**config.mk**
```make
export PLATFORM = sky130hd
export DESIGN_NAME = eeprom_config_word_mapper
export DESIGN_NICKNAME = d
export VERILOG_FILES = /design/src/core/cfg_map_pkg.sv /design/src/core/eeprom_config_word_mapper.sv /design/src/core/load_sequencer.sv /design/src/core/port_cfg_slice.sv
export SDC_FILE = /design/constraint.sdc
export NUM_CORES = 1
export LEC_CHECK = 0
export ABC_AREA = 1
export BUFFER_PORTS_ARGS = -buffer_cell sky130_fd_sc_hd__clkbuf_2
export CAP_MARGIN = 10
export CORE_ASPECT_RATIO = 1.25
export CORE_MARGIN = 1
export CORE_UTILIZATION = 35
export CTS_BUF_LIST = sky130_fd_sc_hd__clkbuf_4 sky130_fd_sc_hd__clkbuf_8
export CTS_CLUSTER_SIZE = 30
export DETAILED_ROUTE_END_ITERATION = 10
export PLACE_DENSITY = 0.71
export SYNTH_ARGS = -nofsm -noshare
export SYNTH_HDL_FRONTEND = slang
export SYNTH_SLANG_ARGS = --single-unit
```
**constraint.sdc**
```tcl
create_clock -name SYS_CLK -period 1.6 [get_ports SYS_CLK]
set_input_delay 0.24 -clock SYS_CLK [delete_from_list [all_inputs] [get_ports SYS_CLK]]
set_output_delay 0.24 -clock SYS_CLK [all_outputs]
set_load 0.005 [all_outputs]
```
**src/core/cfg_map_pkg.sv**
```systemverilog
// Constants, types and decode helpers of the configuration word mapper
// How it works
// Word 06h bit 15 sets interrupt pin request of ports 1 and 2.
// Word 0Ch bits 1:0 give maximum payload support of every port.
// Word 0Ch bits 3:2 give ASPM support level of every port.
// Word 0Ch bit 4 marks role based error reporting implemented.
// Word 0Ch bit 5 disables the MSI capability of every port.
// Word 0Ch bit 6 disables compliance pattern parity control.
// Word 0Ch bit 7 disables the power management capability.
// Word 0Ch bit 8 enables posted passing non-posted ordering.
// Word 0Ch bit 9 gives bandwidth notification on downstream ports.
// Word 0Ch bit 10 freezes the packet ordering feature.
// Word 0Ch bit 11 selects start-of-frame latency; zero is shorter.
// Word 0Ch bit 12 enables surprise down error reporting.
// Word 0Ch bit 13 makes power management data select writable.
// Word 0Ch bit 14 enables latency tolerance reporting.
// Word 0Ch bit 15 enables the 4KB boundary crossing check.
// Word 0Eh gives three 5-bit margin drive levels per port.
// Word 0Eh bit 15 enables buffer flush and fill capability.
// Word 10h bits 4:0 give nominal 3.5 dB drive level.
// Every port gets the same value except port 0 interrupt pin and bandwidth notification; ready only after loading ends.
package cfg_map_pkg;

    // ----------------------------------------
    // Geometry
    // ----------------------------------------
    localparam int NUM_PORTS = 3;
    localparam int ADDR_W = 8;
    localparam int WORD_W = 16;
    localparam int MPS_W = 2;
    localparam int ASPM_W = 2;
    localparam int LVL_W = 5;

    // ----------------------------------------
    // Word addresses and defaults
    // ----------------------------------------
    localparam logic [ADDR_W-1:0] ADDR_INT_PIN = 8'h06;
    localparam logic [ADDR_W-1:0] ADDR_SUBSYS_VENDOR = 8'h08;
    localparam logic [ADDR_W-1:0] ADDR_SUBSYS = 8'h0a;
    localparam logic [ADDR_W-1:0] ADDR_CAPS = 8'h0c;
    localparam logic [ADDR_W-1:0] ADDR_MARGIN = 8'h0e;
    localparam logic [ADDR_W-1:0] ADDR_NOMINAL = 8'h10;
    localparam logic [WORD_W-1:0] DEF_INT_PIN = 16'h0806;
    localparam logic [WORD_W-1:0] DEF_SUBSYS = 16'h0000;
    localparam logic [WORD_W-1:0] DEF_CAPS = 16'h001d;
    localparam logic [WORD_W-1:0] DEF_MARGIN = 16'h916b;
    localparam logic [WORD_W-1:0] DEF_NOMINAL = 16'h0a73;

    // ----------------------------------------
    // Field positions inside the words
    // ----------------------------------------
    localparam int INT_PIN_BIT = 15;
    localparam int CAPS_MPS_LSB = 0;
    localparam int CAPS_ASPM_LSB = 2;
    localparam int CAPS_RBER = 4;
    localparam int CAPS_MSI_DIS = 5;
    localparam int CAPS_PARITY_DIS = 6;
    localparam int CAPS_PM_DIS = 7;
    localparam int CAPS_RULE5 = 8;
    localparam int CAPS_LBN = 9;
    localparam int CAPS_FROZEN = 10;
    localparam int CAPS_SOF = 11;
    localparam int CAPS_SDOWN = 12;
    localparam int CAPS_PMDATA = 13;
    localparam int CAPS_LTR = 14;
    localparam int CAPS_BOUND = 15;
    localparam int MGN_3P5_LSB = 0;
    localparam int MGN_6DB_LSB = 5;
    localparam int MGN_HALF_LSB = 10;
    localparam int MGN_OBFF = 15;
    localparam int NOM_3P5_LSB = 0;

    typedef enum logic [1:0] {
        ST_LOADING = 2'b01,
        ST_READY = 2'b10
    } load_state_t;

    // True when an accepted word carries the given address
    function automatic logic word_hit(input logic accept,
                                      input logic [ADDR_W-1:0] addr,
                                      input logic [ADDR_W-1:0] target);
        word_hit = accept && (addr == target);
    endfunction

endpackage

```
**src/core/eeprom_config_word_mapper.sv**
```systemverilog
// Top of the EEPROM word to per-port configuration field mapper
`timescale 1ns/1ps
module eeprom_config_word_mapper #(
    parameter int NUM_PORTS = cfg_map_pkg::NUM_PORTS
) (
    input wire logic SYS_CLK,
    input wire logic RSTN,
    input wire logic WORD_VALID,
    input wire logic [cfg_map_pkg::ADDR_W-1:0] WORD_ADDR,
    input wire logic [cfg_map_pkg::WORD_W-1:0] WORD_DATA,
    input wire logic LOAD_DONE,
    output logic CFG_READY,
    output logic [cfg_map_pkg::WORD_W-1:0] SUBSYS_VENDOR_ID,
    output logic [cfg_map_pkg::WORD_W-1:0] SUBSYS_ID,
    output logic [NUM_PORTS-1:0] INT_PIN_REQ,
    output logic [NUM_PORTS*cfg_map_pkg::MPS_W-1:0] MAX_PAYLOAD,
    output logic [NUM_PORTS*cfg_map_pkg::ASPM_W-1:0] ASPM_SUPPORT,
    output logic [NUM_PORTS-1:0] ROLE_ERR_RPT,
    output logic [NUM_PORTS-1:0] MSI_DISABLE,
    output logic [NUM_PORTS-1:0] COMPL_PARITY_DISABLE,
    output logic [NUM_PORTS-1:0] PM_CAP_DISABLE,
    output logic [NUM_PORTS-1:0] POSTED_PASS_NONPOSTED_RULE,
    output logic [NUM_PORTS-1:0] LINK_BW_NOTIFY,
    output logic [NUM_PORTS-1:0] ORDER_FROZEN,
    output logic [NUM_PORTS-1:0] TX_SOF_LATENCY,
    output logic [NUM_PORTS-1:0] SURPRISE_DOWN_EN,
    output logic [NUM_PORTS-1:0] PM_DATA_SEL_RW,
    output logic [NUM_PORTS-1:0] LTR_EN,
    output logic [NUM_PORTS-1:0] BOUNDARY_4KB_CHECK,
    output logic [NUM_PORTS*cfg_map_pkg::LVL_W-1:0] MARGIN_DRIVE_LEVEL_3P5DB,
    output logic [NUM_PORTS*cfg_map_pkg::LVL_W-1:0] MARGIN_DRIVE_LEVEL_6DB,
    output logic [NUM_PORTS*cfg_map_pkg::LVL_W-1:0]
        MARGIN_DRIVE_LEVEL_HALF_SWING,
    output logic [NUM_PORTS-1:0] OBFF_EN,
    output logic [NUM_PORTS*cfg_map_pkg::LVL_W-1:0] NOMINAL_DRIVE_LEVEL_3P5DB
);
    logic accept;
    logic [cfg_map_pkg::WORD_W-1:0] caps [NUM_PORTS];
    logic [cfg_map_pkg::WORD_W-1:0] margin [NUM_PORTS];

    // ----------------------------------------
    // Load sequencing
    // ----------------------------------------
    load_sequencer u_seq (
        .clk(SYS_CLK),
        .rstn(RSTN),
        .word_valid(WORD_VALID),
        .load_done(LOAD_DONE),
        .accept(accept),
        .ready_q(CFG_READY)
    );

    // ----------------------------------------
    // Shared subsystem identifiers
    // ----------------------------------------
    always_ff @(posedge SYS_CLK or negedge RSTN) begin
        if (!RSTN) begin
            SUBSYS_VENDOR_ID <= cfg_map_pkg::DEF_SUBSYS;
        end else if (cfg_map_pkg::word_hit(accept, WORD_ADDR,
                     cfg_map_pkg::ADDR_SUBSYS_VENDOR)) begin
            SUBSYS_VENDOR_ID <= WORD_DATA;
        end
    end

    always_ff @(posedge SYS_CLK or negedge RSTN) begin
        if (!RSTN) begin
            SUBSYS_ID <= cfg_map_pkg::DEF_SUBSYS;
        end else if (cfg_map_pkg::word_hit(accept, WORD_ADDR,
                     cfg_map_pkg::ADDR_SUBSYS)) begin
            SUBSYS_ID <= WORD_DATA;
        end
    end

    // ----------------------------------------
    // Per-port field copies
    // ----------------------------------------
    for (genvar g = 0; g < NUM_PORTS; g++) begin : g_port
        port_cfg_slice #(
            .PORT_INDEX(g)
        ) u_slice (
            .clk(SYS_CLK),
            .rstn(RSTN),
            .accept(accept),
            .addr(WORD_ADDR),
            .data(WORD_DATA),
            .int_pin_q(INT_PIN_REQ[g]),
            .lbn_q(LINK_BW_NOTIFY[g]),
            .caps_q(caps[g]),
            .margin_q(margin[g]),
            .nominal_q(NOMINAL_DRIVE_LEVEL_3P5DB[g*cfg_map_pkg::LVL_W +:
                                                 cfg_map_pkg::LVL_W])
        );
        // Field split of the held words
        assign MAX_PAYLOAD[g*cfg_map_pkg::MPS_W +: cfg_map_pkg::MPS_W] =
            caps[g][cfg_map_pkg::CAPS_MPS_LSB +: cfg_map_pkg::MPS_W];
        assign ASPM_SUPPORT[g*cfg_map_pkg::ASPM_W +: cfg_map_pkg::ASPM_W] =
            caps[g][cfg_map_pkg::CAPS_ASPM_LSB +: cfg_map_pkg::ASPM_W];
        assign ROLE_ERR_RPT[g] = caps[g][cfg_map_pkg::CAPS_RBER];
        assign MSI_DISABLE[g] = caps[g][cfg_map_pkg::CAPS_MSI_DIS];
        assign COMPL_PARITY_DISABLE[g] =
            caps[g][cfg_map_pkg::CAPS_PARITY_DIS];
        assign PM_CAP_DISABLE[g] = caps[g][cfg_map_pkg::CAPS_PM_DIS];
        assign POSTED_PASS_NONPOSTED_RULE[g] =
            caps[g][cfg_map_pkg::CAPS_RULE5];
        assign ORDER_FROZEN[g] = caps[g][cfg_map_pkg::CAPS_FROZEN];
        assign TX_SOF_LATENCY[g] = caps[g][cfg_map_pkg::CAPS_SOF];
        assign SURPRISE_DOWN_EN[g] = caps[g][cfg_map_pkg::CAPS_SDOWN];
        assign PM_DATA_SEL_RW[g] = caps[g][cfg_map_pkg::CAPS_PMDATA];
        assign LTR_EN[g] = caps[g][cfg_map_pkg::CAPS_LTR];
        assign BOUNDARY_4KB_CHECK[g] =
            caps[g][cfg_map_pkg::CAPS_BOUND];
        assign MARGIN_DRIVE_LEVEL_3P5DB[g*cfg_map_pkg::LVL_W +:
                                        cfg_map_pkg::LVL_W] =
            margin[g][cfg_map_pkg::MGN_3P5_LSB +: cfg_map_pkg::LVL_W];
        assign MARGIN_DRIVE_LEVEL_6DB[g*cfg_map_pkg::LVL_W +:
                                      cfg_map_pkg::LVL_W] =
            margin[g][cfg_map_pkg::MGN_6DB_LSB +: cfg_map_pkg::LVL_W];
        assign MARGIN_DRIVE_LEVEL_HALF_SWING[g*cfg_map_pkg::LVL_W +:
                                             cfg_map_pkg::LVL_W] =
            margin[g][cfg_map_pkg::MGN_HALF_LSB +: cfg_map_pkg::LVL_W];
        assign OBFF_EN[g] = margin[g][cfg_map_pkg::MGN_OBFF];
    end

    logic hit_int;
    logic hit_caps;
    logic hit_mgn;
    logic hit_nom;
    assign hit_int = cfg_map_pkg::word_hit(accept, WORD_ADDR,
                                           cfg_map_pkg::ADDR_INT_PIN);
    assign hit_caps = cfg_map_pkg::word_hit(accept, WORD_ADDR,
                                            cfg_map_pkg::ADDR_CAPS);
    assign hit_mgn = cfg_map_pkg::word_hit(accept, WORD_ADDR,
                                           cfg_map_pkg::ADDR_MARGIN);
    assign hit_nom = cfg_map_pkg::word_hit(accept, WORD_ADDR,
                                           cfg_map_pkg::ADDR_NOMINAL);
endmodule

```
**src/core/load_sequencer.sv**
```systemverilog
// Load phase sequencer: accepts words until the load ends
`timescale 1ns/1ps
module load_sequencer (
    input wire logic clk,
    input wire logic rstn,
    input wire logic word_valid,
    input wire logic load_done,
    output logic accept,
    output logic ready_q
);
    cfg_map_pkg::load_state_t state_q;

    // Words are taken only while loading, so late words cannot alter setup
    assign accept = word_valid && (state_q == cfg_map_pkg::ST_LOADING);

    always_ff @(posedge clk or negedge rstn) begin
        if (!rstn) begin
            state_q <= cfg_map_pkg::ST_LOADING;
        end else begin
            case (state_q)
                cfg_map_pkg::ST_LOADING: begin
                    if (load_done) begin
                        state_q <= cfg_map_pkg::ST_READY;
                    end
                end
                cfg_map_pkg::ST_READY: begin
                    state_q <= cfg_map_pkg::ST_READY;
                end
                default: begin
                    state_q <= cfg_map_pkg::ST_LOADING;
                end
            endcase
        end
    end

    always_ff @(posedge clk or negedge rstn) begin
        if (!rstn) begin
            ready_q <= 1'b0;
        end else if (state_q == cfg_map_pkg::ST_LOADING && load_done) begin
            ready_q <= 1'b1;
        end
    end
endmodule

```
**src/core/port_cfg_slice.sv**
```systemverilog
// Per-port copy of the loaded configuration fields
`timescale 1ns/1ps
module port_cfg_slice #(
    parameter int PORT_INDEX = 0
) (
    input wire logic clk,
    input wire logic rstn,
    input wire logic accept,
    input wire logic [cfg_map_pkg::ADDR_W-1:0] addr,
    input wire logic [cfg_map_pkg::WORD_W-1:0] data,
    output logic int_pin_q,
    output logic lbn_q,
    output logic [cfg_map_pkg::WORD_W-1:0] caps_q,
    output logic [cfg_map_pkg::WORD_W-1:0] margin_q,
    output logic [cfg_map_pkg::LVL_W-1:0] nominal_q
);
    // Upstream port 0 has neither interrupt pin nor bandwidth notification
    localparam logic DOWNSTREAM = (PORT_INDEX != 0);

    always_ff @(posedge clk or negedge rstn) begin
        if (!rstn) begin
            int_pin_q <= cfg_map_pkg::DEF_INT_PIN[cfg_map_pkg::INT_PIN_BIT];
        end else if (cfg_map_pkg::word_hit(accept, addr,
                                           cfg_map_pkg::ADDR_INT_PIN)) begin
            int_pin_q <= DOWNSTREAM && data[cfg_map_pkg::INT_PIN_BIT];
        end
    end

    always_ff @(posedge clk or negedge rstn) begin
        if (!rstn) begin
            caps_q <= cfg_map_pkg::DEF_CAPS;
            lbn_q <= 1'b0;
        end else if (cfg_map_pkg::word_hit(accept, addr,
                                           cfg_map_pkg::ADDR_CAPS)) begin
            caps_q <= data;
            lbn_q <= DOWNSTREAM && data[cfg_map_pkg::CAPS_LBN];
        end
    end

    always_ff @(posedge clk or negedge rstn) begin
        if (!rstn) begin
            margin_q <= cfg_map_pkg::DEF_MARGIN;
        end else if (cfg_map_pkg::word_hit(accept, addr,
                                           cfg_map_pkg::ADDR_MARGIN)) begin
            margin_q <= data;
        end
    end

    always_ff @(posedge clk or negedge rstn) begin
        if (!rstn) begin
            nominal_q <= cfg_map_pkg::DEF_NOMINAL[cfg_map_pkg::LVL_W-1:0];
        end else if (cfg_map_pkg::word_hit(accept, addr,
                                           cfg_map_pkg::ADDR_NOMINAL)) begin
            nominal_q <= data[cfg_map_pkg::NOM_3P5_LSB +:
                              cfg_map_pkg::LVL_W];
        end
    end
endmodule

```
==> out/qor.csv, run 1 <==
stage;metric;value;unit
run_status;status;completed;
pwr;peakVddDrop;515;uV
placement;portBuffers;172;
yosys;ys_warn_count;0;
detailed_routing;via_per_inst;4.69;
global_routing;grt_use_met1;22.2;%
worst_setup_path;path_cells;ha_4 -> nand2_4 -> inv_2 -> nand2_2 -> nor2_4 -> buf_12 -> clkbuf_16 -> nand3_1 -> nand2_1;
floorplanning;die_y;117;um
worst_setup_path;crit_type;flip-flop to flip-flop;
floorplanning;boundaryPins;175;
floorplanning;dieArea;11000;um^2
sta;fin_crit;1.55;ns
detailed_routing;initialDrtViolationCount;98;
global_routing;grt_overflow;0;
placement;place_ws;-0.0754;ns
worst_setup_path;worstSetupEndpointType;flip-flop;
sta;hold_viol_final;0;
layout;nFillCells;1003;
global_routing;antenna_found_initial;0;
global_routing;grt_max_degree;74;
pwr;total_leakage_power;0.00270;uW
clocking;cts_num_sinks;73;
hold_path;hold_path_class;input pin to flip-flop;
global_routing;grt_pass1_wl;14400;um
sta;rsz0062_at_grt;yes;
floorplanning;coreArea;10200;um^2
global_routing;grt_use_met3;2.97;%
detailed_routing;post_drt_wl_per_cell;14.3;um
worst_setup_path;crit_arrival;1.85;ns
layout;syn_to_final_growth;25.9;%
detailed_routing;drt-total-wl;9530;um
yosys;synth_cell_types;23;
detailed_routing;ant_nets;0;
sta;fmax;645;MHz
clocking;clkSlewWorstSetupHoldPaths;0.08;ns
layout;drive_gt1_share;45.8;%
worst_setup_path;max_stage_delay;0.56;ns
sta;fin_ws;0.0484;ns
clocking;clock_path_buffers;2;
detailed_routing;route.detailed.drc;0;
placement;gp_congestion;0.790;
sta;setup_violations;0;
floorplanning;start_util;36.3;%
worst_setup_path;critPathSlowestCell;dfstp_2;
yosys;ys_seq_area_share;49.9;%
detailed_routing;first_pass_iters;4;
yosys;avgSynthCellArea;8.71;um^2
sta;slew_viol_final;0;
pwr;cellPowerDensity;956;nW/um^2
worst_setup_path;critPathMaxFanout;7;
clocking;htree_levels;3;
sta;fin_crit_sh;97.0;%
global_routing;grt_usage;17.6;%
floorplanning;die_width;94.0;um
global_routing;busiest_layer;met2;
layout;fin_nets;563;
worst_setup_path;crit_required;1.89;ns
floorplanning;fp-row-count;41;
placement;dpl.hpwl;6630;um
yosys;yosys_register_bits;73;
worst_setup_path;startpoint_type;flip-flop;
placement;place_inst;645;
clocking;clkLatencyLatePin;0.35;ns
sta;worst_clock_skew;0.00403;ns
yosys;syn_inst;425;
clocking;cts-root-buf;clkbuf_8;
clocking;cts_buffers;9;
global_routing;grt.met2_usage;28.5;%
run;max_cap_viol_count;0;
detailed_routing;vias;3132;
layout;n_antenna_cell;0;
yosys;synth_area;3700;um^2
layout;finalNonFillerCells;668;
global_routing;grt_pass1_vias;2791;
clocking;cts_tree;done;
through the flow:
stage / power, uW / TNS, ns / instance area [um^2] / hold slack (ns) / util [%]
detailed placement: 2660 / -1.66 / 4220 / 0.286 / 41.3
floorplan: 2400 / 0 / 3700 / -0.0556 / -
global placement: 2630 / -0.0524 / 4220 / 0.276 / 41.3
CTS: 4450 / -0.0706 / 4560 / 0.0892 / 44.6
finish: 4450 / 0 / 4660 / 0.105 / 45.6
global route: 4680 / -0.219 / 4660 / 0.100 / 45.6
worst max-delay path, delay by kind of cell (launching register included):
kind | cells | cell delay [ns]
flops | 1 | 0.56
buf+inv | 3 | 0.39
fa+ha+maj | 1 | 0.15
simple gates | 5 | 0.40
logic make-up after synthesis:
| logic type | share of synthesized area (%) |
|---|---|
| flip-flops | 49.9 |
| other | 0.101 |
| AO/OA/AOI/OAI | 0.541 |
| AND/OR/NAND/NOR | 29.4 |
| adder cells (fa/ha/maj) | 0.338 |
| buffers and inverters | 19.7 |
registers in the layout, indices dropped and copies added, names as in the netlist:
name and flops:
g_port.u_slice.caps_q 16, SUBSYS_VENDOR_ID 16, u_seq.ready_q 1, SUBSYS_ID 16, u_seq.state_q 2, g_port.u_slice.nominal_q 5
g_port.u_slice.margin_q 16, g_port.u_slice.int_pin_q 1
where the power goes:
group,internal (uW),switching (uW)
Sequential,1960,71.8
Clock,1030,727
Combinational,290,366
cell type report:
class	count	area (um^2)	share of cell area [%]
Sequential cell	73	1850	39.6
Multi-Input combinational cell	246	1210	26.1
Timing Repair Buffer	193	1150	24.7
Tap cell	129	161	3.46
Clock buffer	9	124	2.66
Clock inverter	7	119	2.55
Inverter	11	41.3	0.886
repair_timing:
action,in CTS,in global routing
setup endpoints to repair,32,65
setup buffers,3,0
hold endpoints to repair,57,0
hold buffers,1,0
gates cloned,1,2
pin swaps,2,12
gates resized for setup,6,13
synthesized netlist by cell type:
library cell | number | area (um^2)
dfrtp_1 | 57 | 1430
buf_2 | 17 | 85.1
nor3_4 | 1 | 16.3
nand4_1 | 32 | 200
a21o_1 | 1 | 7.51
conb_1 | 1 | 3.75
nand2_1 | 149 | 559
nor3b_2 | 1 | 12.5
or2_2 | 1 | 6.26
ha_1 | 1 | 12.5
nor2_2 | 2 | 12.5
inv_1 | 7 | 26.3
nand3_2 | 2 | 20.0
inv_2 | 4 | 15.0
dfstp_2 | 16 | 420
o21ai_0 | 1 | 5.00
nor2_4 | 2 | 22.5
nand2_2 | 2 | 12.5
nand3_1 | 39 | 195
buf_4 | 79 | 593
nor2_1 | 8 | 30.0
buf_6 | 1 | 11.3
o21a_1 | 1 | 7.51
final timing paths:
path,end,start,cells after the start,slack [ns]
setup / recovery,SUBSYS_VENDOR_ID[1]$_DFFE_PN0P_,u_seq.state_q[0]$_DFFE_PN1P_,9,0.05
hold / removal,u_seq.ready_q$_DFFE_PN0P_,LOAD_DONE,2,0.10
setup reg to reg,SUBSYS_VENDOR_ID[1]$_DFFE_PN0P_,u_seq.state_q[0]$_DFFE_PN1P_,9,0.05
hold reg to reg,u_seq.ready_q$_DFFE_PN0P_,u_seq.ready_q$_DFFE_PN0P_,1,0.47
max in group asynchronous,u_seq.state_q[0]$_DFFE_PN1P_,RSTN,3,0.82
min in group asynchronous,g_port[1].u_slice.caps_q[14]$_DFFE_PN0P_,RSTN,3,0.44
per-layer routing:
| metal | part of all wire, % | vias up |
|---|---|---|
| met5 | 0 | - |
| met3 | 5.8 | 18 |
| met2 | 48 | 140 |
| met4 | 3.2 | 0 |
| met1 | 43 | 1463 |
| li1 | - | 1511 |
cell usage in the layout, fill, tap and decap left out, types with 6 or more instances in the layout:
cell,Yosys,final
nand3_1,39,36
inv_1,7,7
buf_4,79,10
clkbuf_2,0,171
nor2_1,8,8
nand2_1,149,146
clkbuf_8,0,9
buf_12,0,6
dfrtp_1,57,57
nand4_1,32,32
dfstp_2,16,16
Note: power is estimated with default switching activity, not from simulation.
==> run 2, diff against run 1 <==
CORE_UTILIZATION = 34   (was 35)
PLACE_DENSITY = 0.63   (was 0.71)
SYNTH_HIERARCHICAL = 1   (was not set)
==> run 2 against run 1 <==
Worst setup slack got worse by 0.028 ns. Combinational power is 66% higher. Non-clock buffer count rose by 15. First-iteration DRC count increased to 5.3 times the previous value. Maximum frequency shrank 1.7%. Area after synthesis up 78%. Final cell count grew 74%. Critical endpoint is now g_port[0].u_slice/margin_q[11]$_DFFE_PN0P_. Sequential power rose by 98%. Core utilization decreased by 0.54 points. Global-route usage increased by 3.7 points. Highest routed layer unchanged. Synthesized cell count is 69% higher. Sequential share of layout area is 4.3 points higher.
==> out/qor.csv, run 2 <==
stage;metric;value;unit;change
run_status;status;completed;;
global_routing;grt_max_degree;43;;-42%
layout;final_core_util;45.1;%;-0.54 points
detailed_routing;via_per_inst;4.95;;+5.7%
floorplanning;start_util;34.9;%;-1.3 points
worst_setup_path;cp-startpoint;u_seq/state_q[0]$_DFFE_PN1P_;;
pwr;internal_power;6070;uW;+85%
sta;fin_crit_sh;98.7;%;+1.7 points
clocking;clock_path_buffers;2;;unchanged
detailed_routing;drt-total-wl;20900;um;+120%
placement;dpl.hpwl;14100;um;+110%
detailed_routing;vias;5761;;+84%
floorplanning;boundaryPins;175;;unchanged
pwr;clockPowerShare;38.8;%;-0.8 points
placement;gp_congestion;0.842;;+6.5%
layout;n_antenna_cell;0;;unchanged
placement;place_ws;-0.0906;ns;-0.0152 ns
detailed_routing;routed-wl-met3;1150;um;+110%
worst_setup_path;path_common_cell;nand2_4;;
sta;fin_ws;0.0209;ns;-0.0276 ns
worst_setup_path;reg2reg_setup_slack;0.02;ns;-0.03 ns
placement;place_inst;1125;;+74%
clocking;clkSlewWorstSetupHoldPaths;0.08;ns;about the same
layout;largest_reg_flops;48;;
clocking;htree_levels;4;;+1
floorplanning;die_width;126;um;+35%
layout;fin_nets;947;;+68%
worst_setup_path;crit_type;flip-flop to flip-flop;;
worst_setup_path;reg2reg_depth;8;;-1
sta;fin_crit;1.58;ns;+0.0276 ns
floorplanning;die_y;158;um;+35%
worst_setup_path;crit_arrival;1.94;ns;+0.09 ns
pwr;cellPowerDensity;984;nW/um^2;+2.9%
clocking;clkLatencyLatePin;0.47;ns;+0.12 ns
worst_setup_path;r2r_end;g_port[0].u_slice/margin_q[11]$_DFFE_PN0P_;;
yosys;ys_warn_count;6;;+6
pwr;share_comb_of_total_power;13.1;%;-1.6 points
worst_setup_path;crit_end;g_port[0].u_slice/margin_q[11]$_DFFE_PN0P_;;
run;max_cap_viol_count;0;;unchanged
detailed_routing;post_drt_wl_per_cell;17.9;um;+26%
global_routing;grt_usage;21.3;%;+3.7 points
detailed_routing;wl_met2;10300;um;+120%
worst_setup_path;max_stage_delay;0.56;ns;about the same
detailed_routing;ant_nets;0;;unchanged
clocking;cts_buffers;17;;+8
global_routing;grt_pass1_vias;5507;;+97%
global_routing;antenna_found_initial;0;;unchanged
sta;fmax;633;MHz;-1.7%
sta;rsz0062_at_grt;yes;;
pwr;share_seq_of_total_power;48.1;%;+2.4 points
worst_setup_path;critPathSlowestCell;dfstp_2;;
sta;worst_clock_skew;0.0134;ns;+0.00940 ns
worst_setup_path;worstReg2RegStart;u_seq/state_q[0]$_DFFE_PN1P_;;
floorplanning;dieArea;19900;um^2;+81%
worst_setup_path;startpoint_type;flip-flop;;
detailed_routing;wl_met1;8940;um;+120%
worst_setup_path;worstSetupEndpointType;flip-flop;;
pwr;p_switching;2290;uW;+97%
clocking;cts_tree;done;;
layout;syn_to_final_growth;29.2;%;
worst_setup_path;path_cells;ha_4 -> nand2_4 -> inv_8 -> nand2_4 -> nor2_4 -> nand4_4 -> nand2_2 -> nand2_1;;
detailed_routing;route.detailed.drc;0;;unchanged
layout;final_common_cell;nand2_1;;
worst_setup_path;critPathMaxFanout;8;;+1
layout;drive_gt1_share;37.7;%;-8.1 points
hold_path;hold_path_class;input pin to flip-flop;;
placement;portBuffers;172;;unchanged
layout;top_register;g_port.u_slice/margin_q;;
layout;reg_top3;g_port.u_slice/margin_q (48), g_port.u_slice/caps_q (47);;
sta;slew_viol_final;0;;unchanged
pwr;sw_frac_of_total;27.4;%;+1.2 points
sta;hold_viol_final;0;;unchanged
yosys;synth_area;6580;um^2;+78%
detailed_routing;highest_layer;met4;;
pwr;peakVddDrop;560;uV;+8.6%
yosys;syn_inst;718;;+69%
floorplanning;coreArea;18800;um^2;+85%
floorplanning;fp-row-count;56;;+37%
layout;most-common-layout-cells;nand2_1, clkbuf_2, nand3_1, dfrtp_1, dfstp_2;;
layout;finalNonFillerCells;1163;;+74%
sta;setup_violations;0;;unchanged
global_routing;grt_pass1_wl;31600;um;+120%
detailed_routing;first_pass_iters;6;;+2
pwr;total_leakage_power;0.00466;uW;+73%
global_routing;grt_overflow;0;;unchanged
detailed_routing;initialDrtViolationCount;517;;+430%
clocking;cts-root-buf;clkbuf_8;;
yosys;avgSynthCellArea;9.16;um^2;+5.2%
worst_setup_path;crit_required;1.96;ns;+0.07 ns
clocking;cts_num_sinks;147;;+100%
[run 2: cell types whose count changed in the layout (fill, tap and decap cells not counted), sizes merged, moves of 2 or more]
cell / before / now
nand2: 152 / 314
nand3: 41 / 127
dfrtp: 57 / 101
dfstp: 16 / 46
inv: 11 / 31
nor2: 12 / 28
buf: 20 / 35
clkbuf: 181 / 191
nand4: 32 / 36
clkinvlp: 2 / 5
clkinv: 2 / 4
[run 2: what timing repair did]
| item | 4_1_cts | 5_1_grt |
|---|---|---|
| hold endpoints to repair | 20 | 0 |
| cloned | 2 | 2 |
| endpoints found under the setup margin | 89 | 100 |
| gates resized for setup | 8 | 21 |
| pin swaps | 4 | 6 |
| buffers inserted | 0 | 0 |
| hold buffers | 2 | 0 |
[run 2: area by class of cell]
class	instances	area [um^2]
repair inverters	1	7.51
flip-flops and latches	147	3740
inverters	31	134
clock buffers	20	263
fillers	1819	10300
multi-input cells	512	2620
well taps	232	290
repair buffers	208	1270
clock inverters	12	181
[run 2: per-layer routing]
layer	track usage (%)	vias to the layer above
li1	-	2728
met1	27.0	2799
met5	0	-
met2	35.3	203
met4	9.12	0
met3	4.55	31
[run 2: power by group through the flow]
stage	combinational (uW)	sequential (uW)	clock, uW
after global routing	1200	4040	3460
after floorplan	481	4070	0
after global placement	1010	4080	0
after CTS	1080	4020	3310
after detailed placement	1020	4090	0
final	1090	4020	3250
[run 2: metrics by stage]
stage          setup TNS, ns  hold slack (ns)  total power (uW)  instance area, um^2
2_1_floorplan              0          -0.0556              4560                 6620
3_3_place_gp          -0.636            0.208              5100                 7870
3_5_place_dp           -2.53            0.213              5110                 7870
4_1_cts             -0.00561            0.149              8420                 8390
5_1_grt                -1.27            0.181              8690                 8500
6_report                   0            0.176              8360                 8500
[run 2: how the worst min path moves through the flow]
stage	startpoint	endpoint	slack, ns	cells past startpoint
floorplan	RSTN	SUBSYS_ID[0]$_DFFE_PN0P_	-0.06	0
global placement	RSTN	g_port[1].u_slice/caps_q[7]$_DFFE_PN0P_	0.21	1
detailed placement	RSTN	g_port[1].u_slice/nominal_q[2]$_DFFE_PN0P_	0.21	1
CTS	WORD_DATA[12]	g_port[0].u_slice/margin_q[12]$_DFFE_PN1P_	0.15	3
global route	WORD_DATA[12]	g_port[0].u_slice/margin_q[12]$_DFFE_PN1P_	0.18	3
finish	WORD_DATA[12]	g_port[0].u_slice/margin_q[12]$_DFFE_PN1P_	0.18	3
[run 2: worst max-delay path: cells and delay by family, from the launching register on]
family | cells | cell delay [ns]
flops | 1 | 0.56
fa+ha+maj | 1 | 0.14
simple gates | 6 | 0.69
buf+inv | 1 | 0.09
==> run 3, diff against run 2 <==
PLACE_DENSITY = 0.61   (was 0.63)
clock period = 1.8 ns   (was 1.6 ns; I/O delays follow)
==> run 3 against run 2 <==
Core utilization shrank 1.4 points. Maximum frequency shrank 5.3%. Non-clock buffer count shrank 9. Global-route usage shrank 0.54 points. Power shrank 12%.
==> out/qor.csv, run 3 (synthesis results as in run 2) <==
stage;metric;value;unit;change
detailed_routing;via_per_inst;4.85;;-2.2%
pwr;sw_frac_of_total;26.1;%;-1.3 points
layout;reg_top3;g_port.u_slice/margin_q (48), g_port.u_slice/caps_q (47);;
sta;worst_clock_skew;0.0114;ns;-0.00205 ns
worst_setup_path;critPathMaxFanout;16;;+8
placement;portBuffers;172;;unchanged
detailed_routing;initialDrtViolationCount;390;;-25%
worst_setup_path;startpoint_type;flip-flop;;
sta;fmax;599;MHz;-5.3%
floorplanning;die_width;126;um;unchanged
detailed_routing;first_pass_iters;4;;-2
sta;setup_violations;0;;unchanged
worst_setup_path;crit_type;flip-flop to flip-flop;;
pwr;share_seq_of_total_power;48.3;%;+0.2 points
sta;final.setup.tns;0;ns;unchanged
floorplanning;coreArea;18800;um^2;unchanged
floorplanning;boundaryPins;175;;unchanged
detailed_routing;route.detailed.drc;0;;unchanged
floorplanning;die_y;158;um;unchanged
layout;syn_to_final_growth;25.1;%;
layout;n_antenna_cell;0;;unchanged
global_routing;antenna_found_initial;0;;unchanged
global_routing;grt_usage;20.8;%;-0.54 points
sta;hold_viol_final;0;;unchanged
pwr;cellPowerDensity;896;nW/um^2;-8.9%
layout;fin_nets;935;;-1.3%
clocking;clkLatencyLatePin;0.45;ns;-0.02 ns
clocking;clkSlewWorstSetupHoldPaths;0.08;ns;about the same
pwr;total_leakage_power;0.00465;uW;-0.31%
placement;gp_congestion;0.788;;-6.4%
floorplanning;fp-row-count;56;;unchanged
hold_path;hold_path_class;input pin to flip-flop;;
pwr;internal_power;5450;uW;-10%
worst_setup_path;crit_required;2.13;ns;+0.17 ns
pwr;p_switching;1920;uW;-16%
run;max_cap_viol_count;0;;unchanged
worst_setup_path;worstSetupEndpointType;flip-flop;;
detailed_routing;post_drt_wl_per_cell;17.6;um;-1.8%
clocking;cts_num_sinks;147;;unchanged
sta;slew_viol_final;0;;unchanged
sta;rsz0062_at_grt;yes;;
clocking;htree_levels;4;;unchanged
clocking;cts_tree;done;;
layout;final_common_cell;nand2_1;;
layout;top_register;g_port.u_slice/margin_q;;
global_routing;grt_overflow;0;;unchanged
floorplanning;start_util;34.9;%;unchanged
clocking;cts_buffers;17;;unchanged
layout;largest_reg_flops;48;;unchanged
layout;final_core_util;43.7;%;-1.4 points
layout;drive_gt1_share;36.5;%;-1.2 points
global_routing;grt_pass1_wl;31100;um;-1.4%
global_routing;grt_max_degree;57;;+33%
floorplanning;dieArea;19900;um^2;unchanged
detailed_routing;vias;5578;;-3.2%
worst_setup_path;crit_arrival;2.00;ns;+0.06 ns
pwr;power.total;7370;uW;-12%
layout;most-common-layout-cells;nand2_1, clkbuf_2, nand3_1, dfrtp_1, dfstp_2;;
pwr;clockPowerShare;39.8;%;+1.0 points
detailed_routing;ant_nets;0;;unchanged
sta;fin_crit;1.67;ns;+0.0892 ns
clocking;clock_path_buffers;2;;unchanged
sta;fin_crit_sh;92.7;%;-6.0 points
detailed_routing;drt-total-wl;20300;um;-2.8%
pwr;peakVddDrop;460;uV;-18%
run_status;status;completed;;
clocking;cts-root-buf;clkbuf_8;;
placement;dpl.hpwl;13700;um;-2.8%
global_routing;grt_pass1_vias;5395;;-2.0%
pwr;share_comb_of_total_power;11.9;%;-1.2 points
==> run 3: changes by cell type in the layout (fill, tap and decap cells not counted), moves of 3 or more <==
| cell | previous run | this run |
|---|---|---|
| buf_12 | 8 | 3 |
| clkinvlp_4 | 5 | 0 |
| buf_6 | 8 | 3 |
| nand3_4 | 9 | 6 |
| nand2_8 | 3 | 0 |
==> run 3: per-stage QoR <==
stage               hold WS, ns  instance area (um^2)  worst slack, ns  cells
finish                   0.0446                  8230            0.132   1151
global route             0.0297                  8230          0.00674   1151
CTS                      0.0163                  8170           0.0347   1150
detailed placement        0.214                  7710           0.0514   1117
global placement          0.214                  7710           0.0645   1117
floorplan               -0.0256                  6580           0.0911    719
==> run 3: critical path: stages (launching register included) <==
cell and delay, ns:
dfstp_2 0.54, ha_1 0.17, nand2_2 0.08, inv_6 0.11, nand3_2 0.15, inv_2 0.13
nand3_4 0.19, nand2_1 0.11, nand2_1 0.06
==> run 3: routing by layer <==
layer	up-vias	part of all wire, %	GRT usage [%]
li1	2698	-	-
met1	2731	46	27.3
met2	134	50	34.7
met3	15	3.3	3.40
met4	0	1.2	7.23
met5	-	0	0
==> run 3: worst paths after layout <==
path                                                              to  cells after the start  slack (ns)                               startpoint
min                                        u_seq/ready_q$_DFFE_PN0P_                      2        0.04                                LOAD_DONE
min reg2reg                  g_port[1].u_slice/caps_q[4]$_DFFE_PN1P_                      2        0.46  g_port[1].u_slice/caps_q[4]$_DFFE_PN1P_
max                        g_port[2].u_slice/margin_q[7]$_DFFE_PN0P_                      8        0.13             u_seq/state_q[0]$_DFFE_PN1P_
max reg2reg                g_port[2].u_slice/margin_q[7]$_DFFE_PN0P_                      8        0.13             u_seq/state_q[0]$_DFFE_PN1P_
min in group asynchronous    g_port[0].u_slice/caps_q[1]$_DFFE_PN0P_                      2        0.31                                     RSTN
max in group asynchronous  g_port[1].u_slice/margin_q[6]$_DFFE_PN1P_                      3        0.79                                     RSTN
==> run 3: repair_timing <==
| item | CTS | global route |
|---|---|---|
| hold endpoints to repair | 25 | 0 |
| endpoints found under the setup margin | 0 | 114 |
| setup buffers | 0 | 0 |
| hold buffers | 1 | 0 |
| resized for setup | 0 | 13 |
==> run 3: cell type report <==
cell class | instances | area (um^2)
fill | 1865 | 10600
timing repair buffer | 199 | 1120
clock inverter | 8 | 148
multi-input combinational | 510 | 2510
inverter | 31 | 124
sequential | 147 | 3740
clock buffer | 24 | 305
tap | 232 | 290
==> run 3: power by group through the flow <==
stage               combinational (uW)  sequential [uW]  clock, uW
CTS                                855             3560       3010
finish                             874             3560       2930
global placement                   840             3620          0
detailed placement                 853             3620          0
floorplan                          391             3620          0
global route                       976             3580       3150
